File: src/hdl/rss_pkg.sv
// package: opcodes, field layout, reset values and cycle counts for the exec block
package rss_pkg;
  typedef enum logic [2:0] {
    RSS_OP_NONE,
    RSS_OP_ROT_RIGHT,
    RSS_OP_ROT_LEFT,
    RSS_OP_SUB_LIT,
    RSS_OP_RET_LIT,
    RSS_OP_SLEEP
  } rss_op_t;

  localparam int          RSS_DATA_W      = 8;
  localparam int          RSS_ADDR_W      = 7;
  localparam int          RSS_PC_W        = 15;
  localparam int          RSS_NIB_MSB     = 3;
  localparam logic [7:0]  RSS_W_RST       = 8'h00;
  localparam logic [14:0] RSS_PC_RST      = 15'h0000;
  localparam logic        RSS_PD_RST      = 1'h1;
  localparam logic        RSS_TO_RST      = 1'h1;
  localparam logic        RSS_DEST_W      = 1'h0;
  localparam logic        RSS_DEST_F      = 1'h1;
  localparam logic [1:0]  RSS_RET_CYCLES  = 2'h2;
endpackage : rss_pkg

File: src/hdl/rss_alu.sv
// combinational datapath: rotates and literal subtract with flags
module rss_alu
  import rss_pkg::*;
#(
  parameter int DATA_W = RSS_DATA_W
)
(
  // operands
  input  wire logic [DATA_W-1:0] i_src,
  input  wire logic [DATA_W-1:0] i_wreg,
  input  wire logic [DATA_W-1:0] i_lit,
  input  wire logic              i_carry,
  input  wire rss_op_t           i_op,
  // results
  output logic      [DATA_W-1:0] o_res,
  output logic                   o_carry,
  output logic                   o_dcarry,
  output logic                   o_zero
);
  // rotate taps and nibble borrow assume a byte-wide datapath
  if (DATA_W != 8)
  begin : g_width_check
    $error("rss_alu supports 8-bit data only");
  end

  logic [DATA_W:0] diff;
  logic [4:0]      ndiff;

  always_comb
  begin
    diff     = {1'b0, i_lit} - {1'b0, i_wreg};
    ndiff    = {1'b0, i_lit[RSS_NIB_MSB:0]} - {1'b0, i_wreg[RSS_NIB_MSB:0]};
    o_res    = i_src;
    o_carry  = i_carry;
    o_dcarry = 1'b0;
    o_zero   = 1'b0;
    case (i_op)
      RSS_OP_ROT_RIGHT:
      begin
        o_res   = {i_carry, i_src[DATA_W-1:1]};
        o_carry = i_src[0];
      end
      RSS_OP_ROT_LEFT:
      begin
        o_res   = {i_src[DATA_W-2:0], i_carry};
        o_carry = i_src[DATA_W-1];
      end
      RSS_OP_SUB_LIT:
      begin
        o_res    = diff[DATA_W-1:0];
        o_carry  = ~diff[DATA_W];
        o_dcarry = ~ndiff[4];
        o_zero   = (diff[DATA_W-1:0] == '0);
      end
      default:
      begin
        o_res = i_src;
      end
    endcase
  end
endmodule : rss_alu

File: src/hdl/rss_exec.sv
// execution unit for rotate, literal subtract, literal return and sleep
// Notes on behaviour
// - rotate right: carry into bit 7, bit 0 out to carry
// - rotate dest 0 writes working reg; dest 1 writes file register 0..127
// - literal subtract: literal minus working reg into working reg, flags updated
// - carry 0 if working reg above literal; digit carry likewise on low nibble
// - sleep clears active-low power-down flag
// - sleep sets active-low timeout flag
// - sleep clears watchdog counter and prescaler
// - after sleep updates, execution halts and oscillator stops
// - rotate left: carry into bit 0, bit 7 out to carry
// - literal return loads working reg from literal and pc from stack top
// - literal return takes two cycles, flushing the fetched word
module rss_exec
  import rss_pkg::*;
(
  // clock and reset
  input  wire logic                  i_clk,
  input  wire logic                  i_sys_rst,
  // decoded instruction
  input  wire logic                  i_valid,
  input  wire rss_op_t               i_op,
  input  wire logic [RSS_ADDR_W-1:0] i_addr,
  input  wire logic                  i_dest,
  input  wire logic [RSS_DATA_W-1:0] i_lit,
  // operand from file register read
  input  wire logic [RSS_DATA_W-1:0] i_file_rdata,
  // stack
  input  wire logic [RSS_PC_W-1:0]   i_stack_top,
  // wake from sleep
  input  wire logic                  i_wake,
  // file register write
  output logic                       o_file_we,
  output logic [RSS_ADDR_W-1:0]      o_file_addr,
  output logic [RSS_DATA_W-1:0]      o_file_wdata,
  // core state
  output logic [RSS_DATA_W-1:0]      o_wreg,
  output logic                       o_carry,
  output logic                       o_digit_carry,
  output logic                       o_zero,
  output logic                       o_power_down_flag,
  output logic                       o_timeout_flag,
  // control
  output logic                       o_watchdog_clr,
  output logic                       o_stack_pop,
  output logic [RSS_PC_W-1:0]        o_pc,
  output logic                       o_pc_load,
  output logic                       o_flush,
  output logic                       o_busy,
  output logic                       o_osc_stop
);
  typedef enum {RSS_ST_RUN, RSS_ST_RET2, RSS_ST_SLEEP} rss_state_t;

  rss_state_t              state_ff, nxt_state;
  logic [RSS_DATA_W-1:0]   w_ff, nxt_w;
  logic                    c_ff, nxt_c, dc_ff, nxt_dc, z_ff, nxt_z;
  logic                    pd_ff, nxt_pd, to_ff, nxt_to;
  logic                    fwe_ff, nxt_fwe;
  logic [RSS_ADDR_W-1:0]   fa_ff, nxt_fa;
  logic [RSS_DATA_W-1:0]   fd_ff, nxt_fd;
  logic                    wdc_ff, nxt_wdc, pop_ff, nxt_pop, pcl_ff, nxt_pcl, fl_ff, nxt_fl;
  logic [RSS_PC_W-1:0]     pc_ff, nxt_pc;
  logic                    busy_ff, nxt_busy, osc_ff, nxt_osc;
  logic [RSS_DATA_W-1:0]   alu_res;
  logic                    alu_c, alu_dc, alu_z;
  logic                    take;

  rss_alu #(
    .DATA_W (RSS_DATA_W)
  ) u_alu (
    .i_src    (i_file_rdata),
    .i_wreg   (w_ff),
    .i_lit    (i_lit),
    .i_carry  (c_ff),
    .i_op     (i_op),
    .o_res    (alu_res),
    .o_carry  (alu_c),
    .o_dcarry (alu_dc),
    .o_zero   (alu_z)
  );

  assign take = i_valid && (state_ff == RSS_ST_RUN);

  always_comb
  begin
    nxt_state = state_ff;
    nxt_w     = w_ff;
    nxt_c     = c_ff;
    nxt_dc    = dc_ff;
    nxt_z     = z_ff;
    nxt_pd    = pd_ff;
    nxt_to    = to_ff;
    nxt_fwe   = 1'b0;
    nxt_fa    = fa_ff;
    nxt_fd    = fd_ff;
    nxt_wdc   = 1'b0;
    nxt_pop   = 1'b0;
    nxt_pcl   = 1'b0;
    nxt_fl    = 1'b0;
    nxt_pc    = pc_ff;
    nxt_busy  = 1'b0;
    nxt_osc   = osc_ff;
    case (state_ff)
      RSS_ST_RUN:
      begin
        if (take)
        begin
          case (i_op)
            RSS_OP_ROT_RIGHT, RSS_OP_ROT_LEFT:
            begin
              nxt_c = alu_c;
              if (i_dest == RSS_DEST_F)
              begin
                nxt_fwe = 1'b1;
                nxt_fa  = i_addr;
                nxt_fd  = alu_res;
              end
              else
              begin
                nxt_w = alu_res;
              end
            end
            RSS_OP_SUB_LIT:
            begin
              nxt_w  = alu_res;
              nxt_c  = alu_c;
              nxt_dc = alu_dc;
              nxt_z  = alu_z;
            end
            RSS_OP_RET_LIT:
            begin
              nxt_w     = i_lit;
              nxt_pc    = i_stack_top;
              nxt_pcl   = 1'b1;
              nxt_pop   = 1'b1;
              nxt_fl    = 1'b1;
              nxt_busy  = 1'b1;
              nxt_state = RSS_ST_RET2;
            end
            RSS_OP_SLEEP:
            begin
              nxt_pd    = 1'b0;
              nxt_to    = 1'b1;
              nxt_wdc   = 1'b1;
              nxt_osc   = 1'b1;
              nxt_busy  = 1'b1;
              nxt_state = RSS_ST_SLEEP;
            end
            default:
            begin
              nxt_state = RSS_ST_RUN;
            end
          endcase
        end
      end
      RSS_ST_RET2:
      begin
        // second cycle: fetched word discarded
        nxt_state = RSS_ST_RUN;
      end
      RSS_ST_SLEEP:
      begin
        nxt_busy = 1'b1;
        if (i_wake)
        begin
          nxt_osc   = 1'b0;
          nxt_busy  = 1'b0;
          nxt_state = RSS_ST_RUN;
        end
      end
      default:
      begin
        nxt_state = RSS_ST_RUN;
      end
    endcase
  end

  always_ff @(posedge i_clk or posedge i_sys_rst)
  begin
    if (i_sys_rst)
    begin
      state_ff <= RSS_ST_RUN;
      w_ff     <= RSS_W_RST;
      c_ff     <= 1'b0;
      dc_ff    <= 1'b0;
      z_ff     <= 1'b0;
      pd_ff    <= RSS_PD_RST;
      to_ff    <= RSS_TO_RST;
      fwe_ff   <= 1'b0;
      fa_ff    <= '0;
      fd_ff    <= '0;
      wdc_ff   <= 1'b0;
      pop_ff   <= 1'b0;
      pcl_ff   <= 1'b0;
      fl_ff    <= 1'b0;
      pc_ff    <= RSS_PC_RST;
      busy_ff  <= 1'b0;
      osc_ff   <= 1'b0;
    end
    else
    begin
      state_ff <= nxt_state;
      w_ff     <= nxt_w;
      c_ff     <= nxt_c;
      dc_ff    <= nxt_dc;
      z_ff     <= nxt_z;
      pd_ff    <= nxt_pd;
      to_ff    <= nxt_to;
      fwe_ff   <= nxt_fwe;
      fa_ff    <= nxt_fa;
      fd_ff    <= nxt_fd;
      wdc_ff   <= nxt_wdc;
      pop_ff   <= nxt_pop;
      pcl_ff   <= nxt_pcl;
      fl_ff    <= nxt_fl;
      pc_ff    <= nxt_pc;
      busy_ff  <= nxt_busy;
      osc_ff   <= nxt_osc;
    end
  end

  assign o_file_we         = fwe_ff;
  assign o_file_addr       = fa_ff;
  assign o_file_wdata      = fd_ff;
  assign o_wreg            = w_ff;
  assign o_carry           = c_ff;
  assign o_digit_carry     = dc_ff;
  assign o_zero            = z_ff;
  assign o_power_down_flag = pd_ff;
  assign o_timeout_flag    = to_ff;
  assign o_watchdog_clr    = wdc_ff;
  assign o_stack_pop       = pop_ff;
  assign o_pc              = pc_ff;
  assign o_pc_load         = pcl_ff;
  assign o_flush           = fl_ff;
  assign o_busy            = busy_ff;
  assign o_osc_stop        = osc_ff;
endmodule : rss_exec

File: config.mk
export PLATFORM = sky130hd
export DESIGN_NAME = rss_exec
export DESIGN_NICKNAME = d
export VERILOG_FILES = /design/src/hdl/rss_pkg.sv /design/src/hdl/rss_alu.sv /design/src/hdl/rss_exec.sv
export SDC_FILE = /design/constraint.sdc
export NUM_CORES = 1
export LEC_CHECK = 0
export ABC_AREA = 0
export BUFFER_PORTS_ARGS = -buffer_cell sky130_fd_sc_hd__buf_4
export CAP_MARGIN = 20
export CORE_MARGIN = 2
export CORE_UTILIZATION = 50
export DETAILED_ROUTE_END_ITERATION = 12
export GPL_ROUTABILITY_DRIVEN = 0
export PLACE_DENSITY = 0.84
export SYNTH_ARGS = -nofsm -noshare
export SYNTH_HDL_FRONTEND = slang
export SYNTH_SLANG_ARGS = --single-unit
File: constraint.sdc
create_clock -name i_clk -period 2.6 [get_ports i_clk]
set_input_delay 0.26 -clock i_clk [delete_from_list [all_inputs] [get_ports i_clk]]
set_output_delay 0.26 -clock i_clk [all_outputs]
set_load 0.03 [all_outputs]
==> results of run 1 <==
## metal layers
| layer | vias up | track usage [%] | part of all wire (%) |
|---|---|---|---|
| li1 | 1171 | - | - |
| met1 | 1181 | 29.7 | 40 |
| met2 | 85 | 44.2 | 52 |
| met3 | 9 | 3.95 | 6.1 |
| met4 | 0 | 6.43 | 1.5 |
| met5 | - | 0 | 0 |
## registers in the layout (all words and copies together), names as in the netlist
signal / cells
o_flush: 1
o_file_we: 1
o_file_wdata: 8
state_ff: 2
o_wreg: 8
o_power_down_flag: 1
o_busy: 1
o_pc: 15
o_file_addr: 7
o_zero: 1
o_osc_stop: 1
o_digit_carry: 1
o_carry: 1
o_watchdog_clr: 1
## final cells by class
type / count / area share [%]
flip-flops and latches: 49 / 34.5
multi-input cells: 198 / 36.9
repair buffers: 101 / 21.4
well taps: 70 / 2.46
inverters: 21 / 2.22
clock inverters: 2 / 0.422
clock buffers: 6 / 2.04
## critical path: stages, from the launching register on
cell	delay, ns
sky130_fd_sc_hd__dfrtp_1	0.41
sky130_fd_sc_hd__ha_1	0.23
sky130_fd_sc_hd__fa_1	0.42
sky130_fd_sc_hd__nand2b_1	0.19
sky130_fd_sc_hd__a21oi_2	0.17
sky130_fd_sc_hd__xnor2_1	0.10
sky130_fd_sc_hd__or4_4	0.52
sky130_fd_sc_hd__o31ai_2	0.19
## kinds of logic after synthesis
logic type,Yosys count
AO/OA/AOI/OAI,73
multiplexers,20
adder cells (fa/ha/maj),9
other,1
buffers and inverters,37
flip-flops,49
AND/OR/NAND/NOR,90
XOR/XNOR,5
## Yosys cell counts (3+ instances only)
cell type                  number
sky130_fd_sc_hd__nand2_1       40
sky130_fd_sc_hd__a21oi_1       18
sky130_fd_sc_hd__dfrtp_1       48
sky130_fd_sc_hd__nand2b_1       6
sky130_fd_sc_hd__nor2_1        14
sky130_fd_sc_hd__o22ai_1        3
sky130_fd_sc_hd__nor3_1         5
sky130_fd_sc_hd__o21ai_1       14
sky130_fd_sc_hd__and3_1         7
sky130_fd_sc_hd__xor2_1         4
sky130_fd_sc_hd__nor2b_1        5
sky130_fd_sc_hd__buf_2          9
sky130_fd_sc_hd__nor3b_1        3
sky130_fd_sc_hd__o31ai_1        3
sky130_fd_sc_hd__mux2_1        16
sky130_fd_sc_hd__inv_1         18
sky130_fd_sc_hd__ha_1           8
sky130_fd_sc_hd__inv_2          3
sky130_fd_sc_hd__mux2_2         3
sky130_fd_sc_hd__a211oi_1       3
sky130_fd_sc_hd__buf_4          4
sky130_fd_sc_hd__clkbuf_1       3
sky130_fd_sc_hd__o21ai_0        7
## timing repair
action	4_1_cts	5_1_grt
endpoints found under the hold margin	8	0
setup buffers	0	0
hold buffers	1	0
## power breakdown
part | internal [mW] | total [mW] | switching (mW)
clock | 0.190 | 0.440 | 0.250
sequential | 0.934 | 1.04 | 0.106
combinational | 0.524 | 1.32 | 0.799
total | 1.65 | 2.80 | 1.16
## worst min-delay path by stage
stage,start,to,slack [ns],cells past startpoint
after floorplan,i_addr[0],o_file_addr[0],0.37,2
after global placement,i_sys_rst,o_pc[4],0.32,2
after detailed placement,i_sys_rst,o_pc[4],0.33,2
after CTS,i_addr[3],o_file_addr[3],0.14,3
after global routing,i_addr[6],o_file_addr[6],0.14,3
final,i_addr[3],o_file_addr[3],0.14,3
==> results, run 1 <==
- Entering global routing, the biggest net connects 33 pins.
- The share of the Yosys chip area taken by registers is a little under half.
- Of all cell types, the one taking the most synthesized area is sky130_fd_sc_hd__dfrtp_1.
- Based on the critical path, the design can be clocked at up to roughly 0.43 GHz.
- The time the final worst path needs with I/O delays and setup is about 2.3 ns.
- Clock latency on the worst-skew pair, taken at its later pin, is 0.30 ns.
- After floorplanning, the core was sized to cover approximately 5200 µm².
- The clock-pin transition on the worst setup and hold timing paths is around 0.09 ns.
- In the synthesized netlist, the number of instances is roughly 280.
- In this run the critical register-to-register path is captured at o_zero.
- The worst setup path is of the register to register kind.
- Among all flip-flop cells after synthesis, the most frequent one is sky130_fd_sc_hd__dfrtp_1.
- For the pin with the worst max-slew slack, the measured transition is between 0.9 and 1 ns.
- The cell depth of the worst flop-to-flop path is 7.
- Sorting the synthesized cells by area gives the leading types as sky130_fd_sc_hd__dfrtp_1 (44%), sky130_fd_sc_hd__mux2_1 (6.7%), sky130_fd_sc_hd__nand2_1 (5.6%), sky130_fd_sc_hd__ha_1 (3.7%), sky130_fd_sc_hd__a21oi_1 (3.3%).
- The main combinational cell family by area after synthesis is compound AO/OA/AOI/OAI gates.
- Leaving out fill and tap cells, the most frequent cell in the layout is sky130_fd_sc_hd__buf_4.
- In this run, post-CTS repair resized a total of 0 instances.
- The first routing iteration left roughly 180 violations.
- The total number of clock tree sinks is 49.
- The flow ran to the end, and the final reports show no timing, DRC or antenna violations.
- The floorplan step set the die width to roughly 78 µm.
- Yosys mapped a number of flops with a built-in enable equal to 0.
- In this run the tightest slew margin relative to its limit is between 30% and 40%.
- The setup slack at placement is between 0.3 and 0.4 ns.
- The number of distinct standard cells referenced by the synthesized netlist is 54.
- The number of nets in the synthesized netlist is approximately 340.
- The fraction of the cycle the final worst path needs is roughly 90%.
- The area of the die is between 6000 and 7000 µm².
- Setup total negative slack on the finished layout was measured at 0 ns.
- The worst setup path is launched from a register.
- The aggregate global-route resource usage is 24.2%.
- The number of filler instances in the final layout is approximately 440.
- The worst setup path is captured at a register.
- The fraction of final layout cells sized beyond drive strength 1 is roughly 32%.
- The total CTS buffers is 5.
- The master cell of the clock root buffer is sky130_fd_sc_hd__clkbuf_8.
- The longest clock path from root to sink contains 2 buffers.
- The number of antenna diodes in the final layout is 0.
- For this design the ratio of total power to cell area is 788 nW/µm².
- The register bit count reported by yosys is between 40 and 50.
- The capturing instance or port of the critical path is o_zero.
- The first global-routing pass estimated 11600 µm of wire.
- The startpoint of the worst register-to-register path is o_wreg[0].
- The largest voltage drop on the vdd net is 525 µV.
- The xor/xnor cell area share of the yosys netlist is ~1.6%.
- The total of warnings raised by yosys is 0.
- The total half-perimeter wirelength after legalization and detailed placement is between 5000 and 6000 µm.
- After detailed routing, the total wire length is 7050 µm.
- The detailed-route wire length per cell is between 15 and 20 µm.
- The floorplan die height is 77.6 µm.
- The required time reported for the critical path endpoint is approximately 2.8 ns.
- After routing the design area is 3550 µm².
- The count of placed standard cells in the final layout, fillers left out is around 450.
- Summing all multi-input logic gate instances after layout gives between 1000 and 1500 µm².
- The arrival time at the worst endpoint is around 2.5 ns.
- The worst setup path startpoint is o_wreg[0].
- On the final layout, the worst clock skew is 0.00612 ns.
- The post-layout total power is between 2 and 3 mW.
- The path type of the worst min-delay path is primary input to register.
- The leakage power is 1.78 nW.
- The number of vias after detailed routing is 2446.
- In the layout the commonest cells are sky130_fd_sc_hd__buf_4 (100), sky130_fd_sc_hd__dfrtp_1 (48), sky130_fd_sc_hd__nand2_1 (40).
- The setup slack of the critical path after layout is roughly 0.27 ns.
- The reported max-cap violation count is 0.
- Setup violations remaining at the end of the flow were counted as 0.
- The number of rows in the core area is 26.
- After synthesis, the share of flip-flops with an asynchronous set or reset is 100%.
- The first detailed-routing pass ran for 4 iterations.
- The synthesized design devotes to its leading area cell type 44.4% of total area.
- The post-synthesis share of cell area spent on and, or, nand and nor gates is 16.6%.
- The H-tree generated during clock tree synthesis spans 2 levels.
- Cells fill slightly below 70% of the core in the end.
- The total count of max-transition violations in the final report was 0.
- Summing the areas of all compound-gate instances in the mapped netlist gives between 15 and 20% of the synthesized area.
- The starting utilization of the core area is 52.3%.
- Relative to the synthesized area, the layout overhead comes to 31.4%.
- The worst register-to-register path has a setup slack of 0.27 ns.
- Of all nets on the critical path, the largest fanout is 3.
- The number of top-level design ports is 96.
- The overflow left after global routing is 0.
- Setup repair after global routing left no endpoint under its margin.
- The post-route worst hold slack is approximately 0.14 ns.
- The number of global-route vias before repair is between 2000 and 2500.
- In the final layout, flip-flops and latches occupy 1230 µm².
- Buffers placed on the I/O ports in this run total between 90 and 100.
- The via density per instance is 5.47.
- In this run the cell area measured after placement is approximately 3500 µm².
- After synthesis, the share of cell area in mux cells is under 10%.
- Averaged over all synthesized cells, the footprint is approximately 9.5 µm².
- The detail route stage leaves a number of antenna-violating nets equal to 0.
- The cell area that synthesis handed to floorplanning was around 2700 µm².
- The TritonCTS clock tree is yes.
- The remaining design rule violation count is 0.
- After Yosys synthesis, full adders, half adders and majority gates account for approximately 4.4% of the synthesized area.
- The initial antenna violation count is 0.
- For this run, the post-layout net count is between 400 and 500.
- The number of placed cells counting well taps is around 440.
- The number of hold-slack violations in the final timing report is 0.
Note: power is estimated with default switching activity, not from simulation.
==> run 2: changes to the inputs <==
--- a/config.mk
+++ b/config.mk
@@ -13,6 +13,7 @@
 export DETAILED_ROUTE_END_ITERATION = 12
 export GPL_ROUTABILITY_DRIVEN = 0
 export PLACE_DENSITY = 0.84
+export REMOVE_ABC_BUFFERS = 1
 export SYNTH_ARGS = -nofsm -noshare
 export SYNTH_HDL_FRONTEND = slang
 export SYNTH_SLANG_ARGS = --single-unit
==> results, run 2 (synthesized netlist as in run 1, its figures left out) <==
- The multi-input combinational cells in the finished layout cover a total of about 1300 µm².
- Setup repair after global routing left no endpoint under its margin.
- The total half-perimeter wirelength after legalization and detailed placement is ~5200 µm.
- In the final timing run, aggregate negative setup slack is 0 ns.
- The number of buffers inserted by hold repair at cts is 0.
- Detailed routing inserted a total of 2417 vias.
- The met3 wirelength from detailed routing is around 480 µm.
- Combinational cells account for 46.7% of the total power.
- Setup violations remaining at the end of the flow were counted as 0.
- The count of placed standard cells in the final layout, fillers left out is approximately 450.
- The critical path in this run is classified as register to register.
- The nature of the critical path endpoint is a register.
- The highest routed metal layer is met4.
- The worst slew margin relative to its limit is between 30% and 40%.
- The initial antenna violation count came to 0.
- The clock insertion delay at the later pin of the skew report is slightly above 0.3 ns.
- 96 I/O pins were placed.
- Detailed routing placed a total of ~3400 µm of wire on met2.
- For this design the static power due to leakage is 1.78 nW.
- Dividing total power by cell area gives a power density of ~800 nW/µm².
- The total count of max-transition violations in the final report was 0.
- Along the worst path, the maximum fanout reaches 3.
- In the routed design, unresolved DRC markers number 0.
- The largest voltage drop on the vdd net is slightly below 400 µV.
- The initial utilization of the core area, before any placement, comes to ~52%.
- The number of rows in the core area is 26.
- The clock drives 49 sinks.
- In this run the number of H-tree levels came out at 2.
- The top cell types in the final layout, fill and taps aside, are sky130_fd_sc_hd__buf_4 (100), sky130_fd_sc_hd__dfrtp_1 (48), sky130_fd_sc_hd__nand2_1 (40).
- The fraction of the cycle the final worst path needs is between 90 and 100%.
- The fraction of final layout cells sized beyond drive strength 1 is approximately a third.
- The post-route worst hold slack is -0.00785 ns.
- The library cell used most frequently in the layout, excluding fill and tap cells, is sky130_fd_sc_hd__buf_4.
- The maximum clock frequency is 0.415 GHz.
- In this run the horizontal extent of the chip is about 78 µm.
- The sequential cell area is roughly 1200 µm².
- The min-delay analysis places its worst path in the category primary input to asynchronous set/reset pin.
- The number of global-route vias before repair is roughly 2300.
- The total CTS buffers is 5.
- The register with the most flip-flops in the layout has 15 of them.
- The area of the die is roughly 6000 µm².
- The repair_antennas step left the layout with diodes totalling 0.
- The first-pass GRT wire length is about 11000 µm.
- The detailed-route wire length per cell is between 15 and 20 µm.
- In this run switching power makes up between 40% and 50% of total power.
- Global routing finished with a remaining overflow of 0.
- The switching component of the power is roughly 1.2 mW.
- At the worst endpoint, the arrival time is 2.64 ns.
- The cell depth of the worst flop-to-flop path is 8.
- The total length of routed wires is between 6000 and 7000 µm.
- The number of buffers inserted to repair setup after CTS is 0.
- Using the TritonRoute via totals, the vias-per-cell ratio works out to 5.42.
- No sink is reached through more buffers than the 2 on the longest clock path.
- The number of hold-slack violations in the final timing report is 3.
- Setup slack on the worst reg-to-reg path comes out at ~0.19 ns.
- The number of placed cells counting well taps is around 440.
- The flow ran to the end, but the final reports show violations.
- The filler cells instantiated in the layout total about 400.
- TritonCTS built the clock tree.
- The endpoint of the lowest-slack register-to-register path is o_wreg[6].
- The total core area is 5170 µm².
- The first-iteration detailed-routing DRC count is approximately 140.
- The number of port buffers is 94.
- From bottom edge to top edge, the die measures 77.6 µm.
- The detailed router put a total of between 2000 and 3000 µm of wire on met1.
- The clock-pin transition on the worst setup and hold timing paths is ~0.10 ns.
- The clock network burns 16.7% of the power.
- The layout net count is 430.
- The maximum number of pins on one net before global-route repair is 33.
- Across the routed clock network, the largest skew measured is around 0.0045 ns.
- The required time reported for the critical path endpoint is approximately 2.8 ns.
- Cell internal power was estimated by the tool at 1.65 mW.
- The detailed-router iteration count before antenna repair is 4.
- Relative to the synthesized area, the layout overhead comes to 31.3%.
- After layout, the minimum clock period comes to roughly 2.4 ns.
- OpenSTA, run right after detailed placement, puts the worst setup slack at roughly 0.33 ns.
- The master cell of the clock root buffer is sky130_fd_sc_hd__clkbuf_8.
- In this run, post-CTS repair resized a total of 0 instances.
- The checks that failed: hold timing.
- The tool flagged a number of max-cap violations equal to 0.
- The startpoint type of the worst setup path is a register.
- The startpoint identified for the worst register-to-register timing path is o_wreg[0].
- Global routing used between 20 and 25% of the available tracks across all layers.
- The worst-margin pin slew is 0.986 ns.
- The residual antenna-violating net count after detailed routing is 0.
- In this run, flip-flops and latches consume a little over a third of the power.
- Cells fill ~69% of the core in the end.
- The setup slack of the critical path after layout is approximately 0.19 ns.
[run 2: area by class of cell]
type                       count  share of cell area [%]
multi-input combinational    198                    36.9
sequential                    49                    34.6
inverter                      21                    2.22
tap                           70                    2.47
timing repair buffer         100                    21.1
clock buffer                   5                    1.94
clock inverter                 3                   0.740
[run 2: how the worst max path moves through the flow]
stage / from / end / slack [ns]
floorplan: o_wreg[0] / o_zero / 0.30
global placement: i_lit[0] / o_zero / 0.39
detailed placement: o_wreg[0] / o_zero / 0.33
CTS: o_wreg[0] / o_wreg[6] / 0.26
global route: o_wreg[0] / o_wreg[6] / 0.05
finish: o_wreg[0] / o_wreg[6] / 0.19
[run 2: per-stage QoR]
step | hold slack (ns) | power, mW | instance area (µm²)
2_1_floorplan | 0.365 | 1.87 | 2620
3_3_place_gp | 0.340 | 2.33 | 3460
3_5_place_dp | 0.346 | 2.36 | 3460
4_1_cts | 0.00518 | 2.84 | 3550
5_1_grt | 0.0238 | 2.98 | 3550
6_report | -0.00785 | 2.83 | 3550
[run 2: routing by layer]
layer / track usage (%) / vias up
met3: 4.77 / 8
met5: 0 / -
met4: 7.14 / 0
li1: - / 1172
met1: 29.8 / 1127
met2: 39.0 / 110
[run 2: critical path, stage by stage (launching register included)]
cell and delay, ns:
sky130_fd_sc_hd__dfrtp_1 0.41, sky130_fd_sc_hd__ha_1 0.23, sky130_fd_sc_hd__fa_1 0.42, sky130_fd_sc_hd__nand2b_1 0.20
sky130_fd_sc_hd__a211oi_1 0.38, sky130_fd_sc_hd__nor4_1 0.12, sky130_fd_sc_hd__nor3_1 0.30, sky130_fd_sc_hd__a211oi_1 0.12
sky130_fd_sc_hd__a21oi_1 0.15
[run 2: power by group through the flow]
stage          combinational, mW  clock, mW  sequential [mW]
2_1_floorplan              0.479          0             1.39
3_3_place_gp                1.29          0             1.04
3_5_place_dp                1.31          0             1.05
4_1_cts                     1.32      0.480             1.04
5_1_grt                     1.41      0.512             1.06
6_report                    1.32      0.471             1.04
